[src/ubam_pkg.sv]
// Shared constants for the channel-2 break address match block.
//
// Contract
// 32-bit readable writable break address register
// Compare against one of three buses
// Power-on reset clears; other resets keep
// Fetch cycle matches fetch address bits 31:0
// Data cycle matches data access address
// Software clears address LSB for fetch breaks
// Write lands late; read-back confirms it
// One channel watches only one bus group
// Higher priority exception suppresses user break
// Delay slot pre-break deferred to target
// Module standby generates no breaks
// No break addresses in level-15 handlers
// No post-break on sleep instruction
// Lower-half pre-break becomes post-break
// Break after suspended divide still fires
// Post channel flags set despite pre-break
// Match sets flag and requests break
package ubam_pkg;

  // Register geometry and reset value.
  localparam int ADDR_W = 32;
  localparam logic [31:0] BREAK_ADDR_RESET = 32'h00000000;

  // Encoding of the two bus select bits, hi bit first.
  localparam logic [1:0] BUS_SEL_NONE = 2'h0;
  localparam logic [1:0] BUS_SEL_CPU = 2'h1;
  localparam logic [1:0] BUS_SEL_PERIPH = 2'h2;
  localparam logic [1:0] BUS_SEL_RSVD = 2'h3;

  // Cycle kind on the processor side bus.
  localparam logic CYCLE_FETCH = 1'b0;
  localparam logic CYCLE_DATA = 1'b1;

endpackage

[src/ubam_cmp.sv]
// Address equality comparator with a qualifying strobe.
`timescale 1ns/100ps
module ubam_cmp #(
  parameter int W = 32
) (
  input wire logic valid_i,
  input wire logic [W-1:0] addr_i,
  input wire logic [W-1:0] ref_i,
  output logic hit_o
);

  // Full-width compare; no mask exists for this channel.
  assign hit_o = valid_i && (addr_i == ref_i);

endmodule // ubam_cmp

[src/ubam_top.sv]
// Channel-2 break address register and address match logic.
`timescale 1ns/100ps
module ubam_top #(
  parameter int ADDR_W = ubam_pkg::ADDR_W
) (
  input wire logic clk_i,
  input wire logic nrst_i,
  input wire logic manual_reset_i,
  input wire logic module_standby_i,
  input wire logic reg_wr_i,
  input wire logic reg_rd_i,
  input wire logic [ADDR_W-1:0] reg_wdata_i,
  output logic [ADDR_W-1:0] reg_rdata_o,
  output logic reg_rvalid_o,
  input wire logic bus_select_bit_hi_i,
  input wire logic bus_select_bit_lo_i,
  input wire logic cycle_kind_i,
  input wire logic pre_exec_i,
  input wire logic fetch_valid_i,
  input wire logic [ADDR_W-1:0] instruction_fetch_address_bus_i,
  input wire logic fetch_lower_half_i,
  input wire logic fetch_in_slot_i,
  input wire logic data_valid_i,
  input wire logic [ADDR_W-1:0] data_access_address_bus_i,
  input wire logic periph_valid_i,
  input wire logic [ADDR_W-1:0] peripheral_side_address_bus_i,
  input wire logic higher_exc_i,
  input wire logic flag_clr_i,
  output logic match_flag_o,
  output logic break_req_o,
  output logic break_post_o
);

  ////////////////////////////////////////////////////////////////////////////
  // Parameter check.

  // The register, its reset value and the read path are all one word wide.
  // Any other width would need a byte-lane write scheme that is not built.
  if (ADDR_W != 32) begin : g_bad_width
    $error("ubam_top supports only a 32-bit break address");
  end

  ////////////////////////////////////////////////////////////////////////////
  // State.

  typedef struct packed {
    logic [ADDR_W-1:0] break_address_ch2;
    logic wr_pend;
    logic [ADDR_W-1:0] wr_data;
    logic rd_pend;
    logic [ADDR_W-1:0] rdata;
    logic rvalid;
    logic flag;
    logic req;
    logic post;
    logic deferred;
  } ubam_state_t;

  ubam_state_t st;
  ubam_state_t next_st;

  logic [1:0] bus_sel;
  logic hit_fetch;
  logic hit_data;
  logic hit_periph;
  logic fetch_en;
  logic data_en;
  logic periph_en;

  assign bus_sel = {bus_select_bit_hi_i, bus_select_bit_lo_i};

  // one bus group
  // Only the selected group's strobes reach a comparator.
  assign fetch_en = fetch_valid_i && (bus_sel == ubam_pkg::BUS_SEL_CPU) &&
                    (cycle_kind_i == ubam_pkg::CYCLE_FETCH);
  assign data_en = data_valid_i && (bus_sel == ubam_pkg::BUS_SEL_CPU) &&
                   (cycle_kind_i == ubam_pkg::CYCLE_DATA);
  assign periph_en = periph_valid_i && (bus_sel == ubam_pkg::BUS_SEL_PERIPH);

  ////////////////////////////////////////////////////////////////////////////
  // Comparators, one per watched bus.

  // full fetch compare
  ubam_cmp #(.W(ADDR_W)) u_cmp_fetch (
    .valid_i(fetch_en),
    .addr_i(instruction_fetch_address_bus_i),
    .ref_i(st.break_address_ch2),
    .hit_o(hit_fetch)
  );

  // data access compare
  ubam_cmp #(.W(ADDR_W)) u_cmp_data (
    .valid_i(data_en),
    .addr_i(data_access_address_bus_i),
    .ref_i(st.break_address_ch2),
    .hit_o(hit_data)
  );

  // peripheral bus compare
  ubam_cmp #(.W(ADDR_W)) u_cmp_periph (
    .valid_i(periph_en),
    .addr_i(peripheral_side_address_bus_i),
    .ref_i(st.break_address_ch2),
    .hit_o(hit_periph)
  );

  ////////////////////////////////////////////////////////////////////////////
  // Next-state logic.

  always_comb begin
    logic fire;
    logic fire_post;
    fire = 1'b0;
    fire_post = 1'b0;
    next_st = st;
    next_st.req = 1'b0;
    next_st.post = 1'b0;
    next_st.rvalid = 1'b0;

    // delayed write commit
    // A write is staged for one cycle, so a break may be missed meanwhile.
    if (st.wr_pend) begin
      next_st.break_address_ch2 = st.wr_data;
      next_st.wr_pend = 1'b0;
    end
    if (reg_wr_i && !module_standby_i) begin
      next_st.wr_pend = 1'b1;
      next_st.wr_data = reg_wdata_i;
    end

    // read after commit
    // A read waits out any staged write so it returns the live value.
    if (reg_rd_i && !module_standby_i) begin
      next_st.rd_pend = 1'b1;
    end
    if ((st.rd_pend || (reg_rd_i && !module_standby_i)) && !st.wr_pend &&
        !(reg_wr_i && !module_standby_i)) begin
      next_st.rd_pend = 1'b0;
      next_st.rvalid = 1'b1;
      next_st.rdata = st.break_address_ch2;
    end

    // deferred slot break
    // A pre-break in a delay slot fires at the first non-slot fetch.
    if (st.deferred && fetch_valid_i && !fetch_in_slot_i) begin
      fire = 1'b1;
      next_st.deferred = 1'b0;
    end

    if (hit_fetch) begin
      // lower half post
      if (!pre_exec_i || fetch_lower_half_i) begin
        fire = 1'b1;
        fire_post = 1'b1;
      end else if (fetch_in_slot_i) begin
        next_st.deferred = 1'b1;
      end else begin
        // divide not checked
        // Suspension of a preceding divide does not cancel the break.
        fire = 1'b1;
      end
    end
    // post flag independent
    // Data and peripheral matches are reported after the access.
    if (hit_data || hit_periph) begin
      fire = 1'b1;
      fire_post = 1'b1;
    end

    // higher exception suppresses
    if (higher_exc_i) begin
      fire = 1'b0;
    end

    // standby no breaks
    if (module_standby_i) begin
      fire = 1'b0;
      next_st.deferred = 1'b0;
    end

    // flag and request
    // Set wins over a clear arriving in the same cycle.
    if (flag_clr_i) begin
      next_st.flag = 1'b0;
    end
    if (fire) begin
      next_st.flag = 1'b1;
      next_st.req = 1'b1;
      next_st.post = fire_post;
    end

    // manual reset keeps
    // Manual reset drops only in-flight events, never the address.
    if (manual_reset_i) begin
      next_st.deferred = 1'b0;
      next_st.req = 1'b0;
      next_st.post = 1'b0;
    end
  end

  ////////////////////////////////////////////////////////////////////////////
  // State register.

  // break address storage
  // power-on clear
  always_ff @(posedge clk_i or negedge nrst_i) begin
    if (!nrst_i) begin
      st <= '0;
      st.break_address_ch2 <= ubam_pkg::BREAK_ADDR_RESET;
    end else begin
      st <= next_st;
    end
  end

  // Every output is a state bit, so nothing combinational leaves the block.
  assign reg_rdata_o = st.rdata;
  assign reg_rvalid_o = st.rvalid;
  assign match_flag_o = st.flag;
  assign break_req_o = st.req;
  assign break_post_o = st.post;

endmodule // ubam_top

[config.mk]
export PLATFORM = sky130hd
export DESIGN_NAME = ubam_top
export DESIGN_NICKNAME = d
export VERILOG_FILES = /design/src/ubam_pkg.sv /design/src/ubam_cmp.sv /design/src/ubam_top.sv
export SDC_FILE = /design/constraint.sdc
export NUM_CORES = 1
export LEC_CHECK = 0
export ABC_AREA = 1
export ABC_CLOCK_PERIOD_IN_PS = 3300
export BUFFER_PORTS_ARGS = -buffer_cell sky130_fd_sc_hd__clkbuf_2
export CORE_ASPECT_RATIO = 0.6
export CORE_MARGIN = 1.5
export CORE_UTILIZATION = 29
export CTS_BUF_LIST = sky130_fd_sc_hd__clkbuf_4 sky130_fd_sc_hd__clkbuf_8
export DETAILED_ROUTE_END_ITERATION = 7
export GPL_ROUTABILITY_DRIVEN = 0
export PLACE_DENSITY = 0.49
export SETUP_SLACK_MARGIN = 0.05
export SKIP_LAST_GASP = 1
export SLEW_MARGIN = 40
export SYNTH_ARGS = -nofsm -noshare
export SYNTH_HDL_FRONTEND = slang
export SYNTH_SLANG_ARGS = --single-unit
[constraint.sdc]
create_clock -name clk_i -period 3.3 [get_ports clk_i]
set_input_delay 0.66 -clock clk_i [delete_from_list [all_inputs] [get_ports clk_i]]
set_output_delay 0.66 -clock clk_i [all_outputs]
set_load 0.01 [all_outputs]
==> results of run 1 <==
==> worst register-to-register path: cells and delay by family (launching register included) <==
| family | cells | cell delay (ps) |
|---|---|---|
| AOI/OAI and AO/OA | 2 | 450 |
| buffers and inverters | 1 | 160 |
| DFF | 1 | 390 |
| and+or+nand+nor | 8 | 750 |
==> layout make-up <==
type	count	area [sq um]
repair buffers	185	970
clock inverters	6	70.1
fillers	2133	12300
clock buffers	10	138
well taps	266	333
inverters	92	345
flip-flops and latches	103	2580
multi-input cells	562	2500
==> cells in the final DEF, fill, tap and decap left out <==
cell	n
nand2_2	2
xor2_1	14
nand3b_1	1
or2_2	2
inv_6	3
o21ai_1	4
inv_1	79
or2_0	2
dfrtp_1	103
a21oi_1	3
inv_2	13
clkbuf_2	179
inv_8	1
buf_12	2
nand3_1	11
nor3b_1	1
nor3b_2	1
a21boi_1	1
nand4_1	7
nor3_4	1
clkbuf_8	10
nor3_1	9
nor2_2	2
buf_4	3
clkinv_8	2
nor2_1	69
buf_6	1
o21ai_0	79
nand2_1	329
nand3_2	2
xnor2_1	22
==> sequential cells by signal, indices dropped and copies added, names as in the netlist <==
| name | cells |
|---|---|
| match_flag_o | 1 |
| reg_rdata_o | 32 |
| reg_rvalid_o | 1 |
| break_req_o | 1 |
| st | 67 |
| break_post_o | 1 |
==> Yosys cell counts (all sizes together) <==
cell type | instances | area share, %
nor2 | 71 | 4.7
buf | 36 | 4.5
nand3 | 13 | 1.3
nand2 | 331 | 22
a21boi | 1 | 0.13
xor2 | 14 | 2.1
inv | 92 | 6.0
clkbuf | 15 | 0.98
o21ai | 83 | 7.2
nor3b | 2 | 0.35
a21oi | 3 | 0.26
nor3 | 10 | 1.1
xnor2 | 22 | 3.4
nand3b | 1 | 0.13
dfrtp | 103 | 45
or2 | 4 | 0.44
nand4 | 7 | 0.76
==> power groups by stage <==
stage	Combinational, mW	Sequential [mW]	Clock [mW]
2_1_floorplan	0.743	1.64	0
6_report	1.01	1.70	0.839
4_1_cts	1.02	1.70	0.866
3_5_place_dp	1.02	1.73	0
3_3_place_gp	1.01	1.74	0
5_1_grt	1.15	1.73	0.913
==> stage by stage <==
stage                     instances  utilization, %
after floorplan                 808               -
after global placement         1208            35.0
after detailed placement       1208            35.0
after CTS                      1224            36.1
after global routing           1224            36.1
final                          1224            36.1
==> cell families after synthesis <==
kind of cell	share of synthesized area (%)
compound gates	7.63
xor+xnor	5.49
buf+inv	11.5
flops	44.9
simple gates	30.5
==> routing by layer <==
layer / routed length [um] / share of wire, % / vias up / track usage (%)
li1: - / - / 2725 / -
met4: 187 / 0.93 / 6 / 3.31
met3: 1730 / 8.6 / 17 / 5.40
met5: 40 / 0.20 / - / 0
met2: 7550 / 37 / 205 / 26.5
met1: 10600 / 53 / 2303 / 32.2
==> worst max path at each step <==
stage | start | slack [ps] | endpoint | depth (start not counted)
after floorplan | instruction_fetch_address_bus_i[2] | 1760 | match_flag_o | 9
after detailed placement | module_standby_i | 990 | reg_rdata_o[10] | 10
final | module_standby_i | 1390 | reg_rdata_o[9] | 10
after global routing | st[78] | 1220 | match_flag_o | 11
after global placement | module_standby_i | 1040 | reg_rdata_o[7] | 10
after CTS | module_standby_i | 1410 | reg_rdata_o[5] | 10
==> results.txt, run 1 <==
run status -> completed
row count -> 39
Yosys cell types -> 27
GRT Util Overall -> 20.1%
Worst-path clk slew -> 110 ps
average size of a mapped cell -> 7.11 sq um
critical path's slowest cell -> buf_4
drt total wl -> 20200 um
Post-DP Area -> 6730 sq um
CTS tree -> built
Max Clk Rate -> 523 MHz
min Tclk post-route -> 1910 ps
Sequential Power Share -> 47.9%
Net Sw Frac -> 38.2%
crit start category -> input port
Hold Buf Count CTS -> 0
WHS -> 232 ps
Yosys reg bits -> 103
drt wl/cell -> 16.5 um
Antenna Cells -> 0
R2R Path Start -> st[78]
die area -> 20700 sq um
Hold Vio Cnt, Final -> 0
die width -> 185 um
initial antenna violation count -> 3
post-synthesis sequential area ratio -> 44.9%
Worst path max stage delay -> 310 ps
Ys Warns -> 0
post-synthesis net count -> 953
Tcrit/Tclk final -> 57.9%
top-level I/O count -> 181
post-route cell area -> 6940 sq um
largest net degree at the start of global routing -> 65
CP most frequent cell -> inv_2
Lkg Pwr -> 3.82 nW
DRC Markers -> 0
Post-Synthesis Cells -> 808
ANT nets after route -> 0
RSZ-0062 raised after global routing -> false
Final HPWL DP -> 16500 um
vias in the first global route -> 5069
die height -> 112 um
Crit path max-delay family -> buffers and inverters
worst setup margin -> 1390 ps
first-pass GRT wire length -> 30100 um
TritonCTS buffer count -> 9
post_cts resized -> 0
CP arrival -> 2180 ps
Slew Viols, Final -> 0
Int Power -> 2.20 mW
largest fanout on the critical path -> 34
CORE AREA -> 19200 sq um
worst skew pair latency -> 390 ps
Post-Syn Area -> 5740 sq um
Reg2Reg Capture Point -> match_flag_o
routed vias/inst -> 4.29
H-Tree Depth -> 3
layout cell share with drive strength beyond 1 -> 23.4%
Slew Limit Headroom -> 59.1%
Pre-antenna DRT Iters -> 5
net switching power -> 1.36 mW
CP Class -> in -> reg
total power -> 3.56 mW
Worst Clk Skew -> 11.8 ps
Worst Setup End Kind -> register
worst min path class -> in -> async
worst-path cell chain -> clkbuf_2 > inv_2 > nand2_2 > buf_4 > inv_2 > nor3_4 > inv_2 > buf_12 > nand2_1 > o21ai_0
clk sinks -> 103
clock power share -> 23.6%
grt ovf -> 0
maxcap violations -> 0
register-to-register setup slack -> 1410 ps
Crit path buffers/inverters -> 6
Required @ worst endpoint -> 3570 ps
routed via count -> 5256
pwr dens -> 513 nW/um^2
R2R cell count -> 11
Initial Util -> 29.9%
DRT iter0 DRCs -> 364
clk buf depth -> 2
Nets -> 1098
setup bufs post-CTS -> 0
Final Setup Violations -> 0
Worst Max-Slew Pin Slew -> 613 ps
logic gate share of total power -> 28.5%
VDD IR-drop max -> 220 uV
Buffers on Ports -> 180
clock root buffer -> clkbuf_8
Post-Route Setup TNS -> 0 ps
pre-CTS setup slack -> 985 ps
Area Overhead vs Synth -> 20.8%
(Power assumes the default switching activity.)
==> run 2, diff against run 1 <==
Settings changed: ABC_CLOCK_PERIOD_IN_PS 3300 to 1550, PLACE_DENSITY 0.49 to 0.51.
Clock period 3.3 ns to 1.55 ns, I/O delays scaled along.
==> run 2 against run 1 <==
Compared with the run above:
- power increased by 130%
- sequential power grew 110%
- core utilization grew 3.3 points
- global-route usage grew 0.45 points
- non-clock buffer count is 61 higher
- hold slack got worse by 130 ps
- sequential cell count unchanged
- worst setup slack got worse by 1500 ps
- register-to-register slack lost 1500 ps
- the run now ends with negative setup slack left
- critical path type is now reg -> reg
- clock skew up 5.5 ps
- clock-buffer cell count decreased by 1
==> results.txt, run 2 (synthesis gave the netlist of run 1 again) <==
run status -> finished, violations left
failing checks -> negative setup slack
fill cell count -> 2099
CP arrival -> 1950 ps
Placed Cells -> 1252
clock root buffer -> clkbuf_8
drt total wl -> 20800 um
largest net degree at the start of global routing -> 44
worst setup margin -> -70.8 ps
area of the multi-input gates -> 2600 sq um
register area -> 2580 sq um
worst skew pair latency -> 390 ps
worst-path cell chain -> buf_6 > nand2_4 > nand2_2 > nor2_2 > nand2_2 > nor2_2 > nand2_1 > nor2_1 > nand3_1 > nand3_2 > nand3_2 > nor2_1
DRT iter0 DRCs -> 399
Crit path max-delay family -> simple AND/OR/NAND/NOR gates
Post-DP Area -> 7120 sq um
Hold Vio Cnt, Final -> 0
Tcrit/Tclk final -> 105%
most frequent cells in the layout -> nand2_1 (322), clkbuf_2 (179), dfrtp_1 (101)
Final Setup Violations -> 4
TritonCTS buffer count -> 9
Worst Max-Slew Pin Slew -> 353 ps
crit start category -> register
Max Clk Rate -> 617 MHz
Final HPWL DP -> 16900 um
Buffers on Ports -> 180
pwr dens -> 1070 nW/um^2
grt ovf -> 0
Nets -> 1159
die area -> 20700 sq um
flip-flop count of the largest register after layout -> 67
largest fanout on the critical path -> 3
RSZ-0062 raised after global routing -> true
die height -> 112 um
drt wl/cell -> 16.1 um
DRC Markers -> 0
Worst Setup End Kind -> register
CP Class -> reg -> reg
maxcap violations -> 0
Initial Util -> 29.9%
vias in the first global route -> 5300
Slew Viols, Final -> 0
min Tclk post-route -> 1620 ps
Worst Clk Skew -> 17.3 ps
ANT nets after route -> 0
post-route cell area -> 7580 sq um
Non-Filler Instances -> 1286
H-Tree Depth -> 3
top-level I/O count -> 181
die width -> 185 um
Pre-antenna DRT Iters -> 5
layout cell share with drive strength beyond 1 -> 31.5%
Slew Limit Headroom -> 76.5%
routed via count -> 5536
Crit path buffers/inverters -> 1
initial antenna violation count -> 4
row count -> 39
GRT Util Overall -> 20.5%
Worst path max stage delay -> 440 ps
routed vias/inst -> 4.30
commonest non-fill, non-tap cell in the layout -> nand2_1
Top reg by flops -> st
Required @ worst endpoint -> 1880 ps
first-pass GRT wire length -> 30900 um
Worst-path clk slew -> 120 ps
Lkg Pwr -> 4.16 nW
CORE AREA -> 19200 sq um
critical path's slowest cell -> dfrtp_1
worst min path class -> in -> reg
VDD IR-drop max -> 462 uV
clk sinks -> 103
CTS tree -> built
clk buf depth -> 2
Area Overhead vs Synth -> 32.0%
## run 2: changes by cell type in the layout (fill, tap and decap cells not counted), sizes merged
cell / previous run / this run
dlygate4sd3: 0 / 1
diode: 0 / 1
clkinv: 2 / 3
inv: 96 / 95
clkbuf: 189 / 188
buf: 6 / 66
bufinv: 0 / 1
## run 2: path summary, 6_finish.rpt
check,start,end,slack (ps),depth (start not counted)
max in group asynchronous,nrst_i,st[71],610,3
min,reg_wdata_i[16],st[54],100,3
max reg2reg,st[76],break_post_o,-70,12
min reg2reg,st[67],st[67],500,2
max,st[76],break_post_o,-70,12
min in group asynchronous,nrst_i,reg_rdata_o[14],370,2
## run 2: layout make-up
class                      instances  share of cell area, %
multi-input combinational        562                   34.3
sequential                       103                   34.0
timing repair buffer             246                   19.8
inverter                          92                   4.56
tap                              266                   4.39
clock buffer                       9                   1.63
clock inverter                     7                   1.29
antenna                            1                 0.0330
## run 2: per-stage QoR
stage	hold WS (ps)	TNS, ps	power, mW	setup slack [ps]	utilization, %
CTS	86.8	-14.8	8.14	-11.9	39.0
global placement	247	-347	6.08	-119	37.0
global route	81.2	-559	8.66	-174	39.4
finish	102	-178	8.12	-70.8	39.4
detailed placement	244	-313	6.09	-104	37.0
floorplan	14.4	0	5.07	261	-
## run 2: repair_timing
action                                 in CTS  in global routing
pin swaps                                  10                 14
gates resized for setup                    30                 17
hold buffers                                1                  0
cloned                                      0                  0
setup endpoints to repair                   4                  5
endpoints found under the hold margin      22                  0
setup buffers                              11                  7
## run 2: where the power goes
part	leakage, nW	total (mW)	internal (mW)	switching (mW)
clock network	0.110	1.91	0.795	1.12
logic	2.74	2.68	1.18	1.49
registers	1.31	3.54	3.17	0.365
total	4.16	8.12	5.15	2.97
## run 2: metal layers
metal,up-vias,track usage (%),part of all wire (%)
met1,2485,32.8,53
met5,-,0,0.11
met3,20,4.58,7.2
met4,4,3.96,1.2
met2,179,27.6,39
li1,2848,-,-
## run 2: worst reg2reg max path, stage by stage, from the launching register on
cell and delay, ps:
dfrtp_1 440, buf_6 150, nand2_4 50, nand2_2 50
nor2_2 110, nand2_2 70, nor2_2 90, nand2_1 50
nor2_1 130, nand3_1 110, nand3_2 110, nand3_2 80
nor2_1 100
==> run 3, diff against run 2 <==
Settings changed: PLACE_DENSITY 0.51 to 0.6.
==> run 3 against run 2 <==
Compared with the run above:
- critical endpoint unchanged
- clock skew up 2.6 ps
- sequential share of layout area rose by 0.45 points
- register-to-register slack improved by 20 ps
- the flow still finishes with violations (negative setup slack)
- die area did not move
- maximum frequency grew 1.3%
- highest routed layer unchanged
- first-iteration DRC count increased by 18%
- cell count is 1.5% lower
==> results.txt, run 3 (synthesis gave the netlist of run 1 again) <==
die height -> 112 um
GRT Util Overall -> 20.8%
RSZ-0062 raised after global routing -> true
worst skew pair latency -> 390 ps
Lkg Pwr -> 4.07 nW
CORE AREA -> 19200 sq um
Reg2Reg Capture Point -> break_post_o
maxcap violations -> 0
DRC Markers -> 0
CP arrival -> 1930 ps
Max Clk Rate -> 625 MHz
clock power share -> 22.5%
TritonCTS buffer count -> 9
Nets -> 1141
Net Sw Frac -> 37.7%
min Tclk post-route -> 1600 ps
clock root buffer -> clkbuf_8
pre-CTS setup slack -> -199 ps
Worst Clk Skew -> 19.9 ps
first-pass GRT wire length -> 31500 um
clk buf depth -> 2
drt total wl -> 21100 um
Worst path max stage delay -> 490 ps
most frequent cells in the layout -> nand2_1 (319), clkbuf_2 (179), dfrtp_1 (95)
vias in the first global route -> 5452
die width -> 185 um
Int Power -> 4.98 mW
Antenna Cells -> 0
grt ovf -> 0
register-to-register setup slack -> -50 ps
row count -> 39
H-Tree Depth -> 3
largest fanout on the critical path -> 4
R2R Path Start -> st[99]
CTS tree -> built
pwr dens -> 1060 nW/um^2
worst hold path stage count -> 3
failing checks -> negative setup slack
ANT nets after route -> 0
Slew Limit Headroom -> 78.0%
logic gate share of total power -> 32.9%
WHS -> 98.6 ps
post-route cell area -> 7500 sq um
largest net degree at the start of global routing -> 65
layout cell share with drive strength beyond 1 -> 32.6%
Final Setup Violations -> 2
CP Class -> reg -> reg
Worst-path clk slew -> 120 ps
clk sinks -> 103
commonest non-fill, non-tap cell in the layout -> nand2_1
worst setup margin -> -50.1 ps
hold_sp -> reg_wdata_i[29]
WHS Endpoint -> st[67]
worst-path cell chain -> xnor2_1 > nand2_1 > nor2_1 > nand3_2 > nor2_1 > nand3_1 > nand3_2 > nand3_2 > nor2_2
crit start category -> register
critical path's slowest cell -> dfrtp_2
Sequential Power Share -> 44.6%
Required @ worst endpoint -> 1880 ps
net switching power -> 3.01 mW
run status -> finished, violations left
Pre-antenna DRT Iters -> 5
Top reg by flops -> st
Slew Viols, Final -> 0
total power -> 7.99 mW
worst min path class -> in -> reg
Buffers on Ports -> 180
Area Overhead vs Synth -> 30.6%
Post-DP Area -> 6980 sq um
initial antenna violation count -> 1
VDD IR-drop max -> 429 uV
Worst Max-Slew Pin Slew -> 330 ps
flip-flop count of the largest register after layout -> 67
CP most frequent cell -> nand3_2
Worst Setup End Kind -> register
R2R cell count -> 9
Initial Util -> 29.9%
routed via count -> 5579
routed vias/inst -> 4.40
DRT iter0 DRCs -> 470
Tcrit/Tclk final -> 103%
die area -> 20700 sq um
top-level I/O count -> 181
Final HPWL DP -> 17100 um
drt wl/cell -> 16.6 um
Hold Vio Cnt, Final -> 0
[run 3: worst max path at each step]
| stage | start | endpoint | slack [ps] | cells past startpoint |
|---|---|---|---|---|
| detailed placement | st[94] | st[0] | -200 | 7 |
| global placement | st[94] | st[0] | -230 | 7 |
| CTS | st[94] | break_post_o | -20 | 10 |
| floorplan | st[92] | break_post_o | 260 | 9 |
| finish | st[99] | break_post_o | -50 | 9 |
| global route | st[82] | break_post_o | -190 | 12 |
[run 3: power groups by stage]
| stage | Sequential [mW] | Combinational [mW] | Clock (mW) |
|---|---|---|---|
| 2_1_floorplan | 3.49 | 1.58 | 0 |
| 3_3_place_gp | 3.58 | 2.37 | 0 |
| 3_5_place_dp | 3.60 | 2.39 | 0 |
| 4_1_cts | 3.55 | 2.45 | 1.85 |
| 6_report | 3.57 | 2.62 | 1.80 |
| 5_1_grt | 3.63 | 2.92 | 1.95 |
[run 3: metrics by stage]
step	utilization, %	TNS, ps	std cells
after global routing	39.0	-530	1267
after CTS	37.7	-42.2	1256
after detailed placement	36.3	-735	1238
final	39.0	-54.0	1267
after floorplan	-	0	808
after global placement	36.3	-756	1238
[run 3: routing by layer]
| layer | global-route usage [%] | vias to the layer above | part of all wire (%) |
|---|---|---|---|
| li1 | - | 2802 | - |
| met1 | 31.5 | 2544 | 50 |
| met2 | 29.0 | 215 | 39 |
| met3 | 6.58 | 16 | 9.7 |
| met4 | 3.31 | 2 | 0.90 |
| met5 | 0 | - | 0.062 |
[run 3: layout make-up]
| cell class | count | area, sq um |
|---|---|---|
| Fill cell | 2108 | 11700 |
| Multi-Input combinational cell | 562 | 2700 |
| Sequential cell | 103 | 2590 |
| Timing Repair Buffer | 228 | 1330 |
| Inverter | 92 | 345 |
| Tap cell | 266 | 333 |
| Clock buffer | 10 | 138 |
| Clock inverter | 6 | 72.6 |
[run 3: timing repair]
action                                  in CTS  in global routing
pin swaps                                    5                 31
endpoints found under the setup margin       4                  4
gates resized for setup                     19                 54
hold buffers                                 1                  0
setup buffers                                1                 11
endpoints found under the hold margin       10                  0
[run 3: worst max-delay path, delay by kind of cell (launching register included)]
kind	cells	cell delay [ps]
flip-flops	1	490
XOR/XNOR	1	220
AND/OR/NAND/NOR	8	830
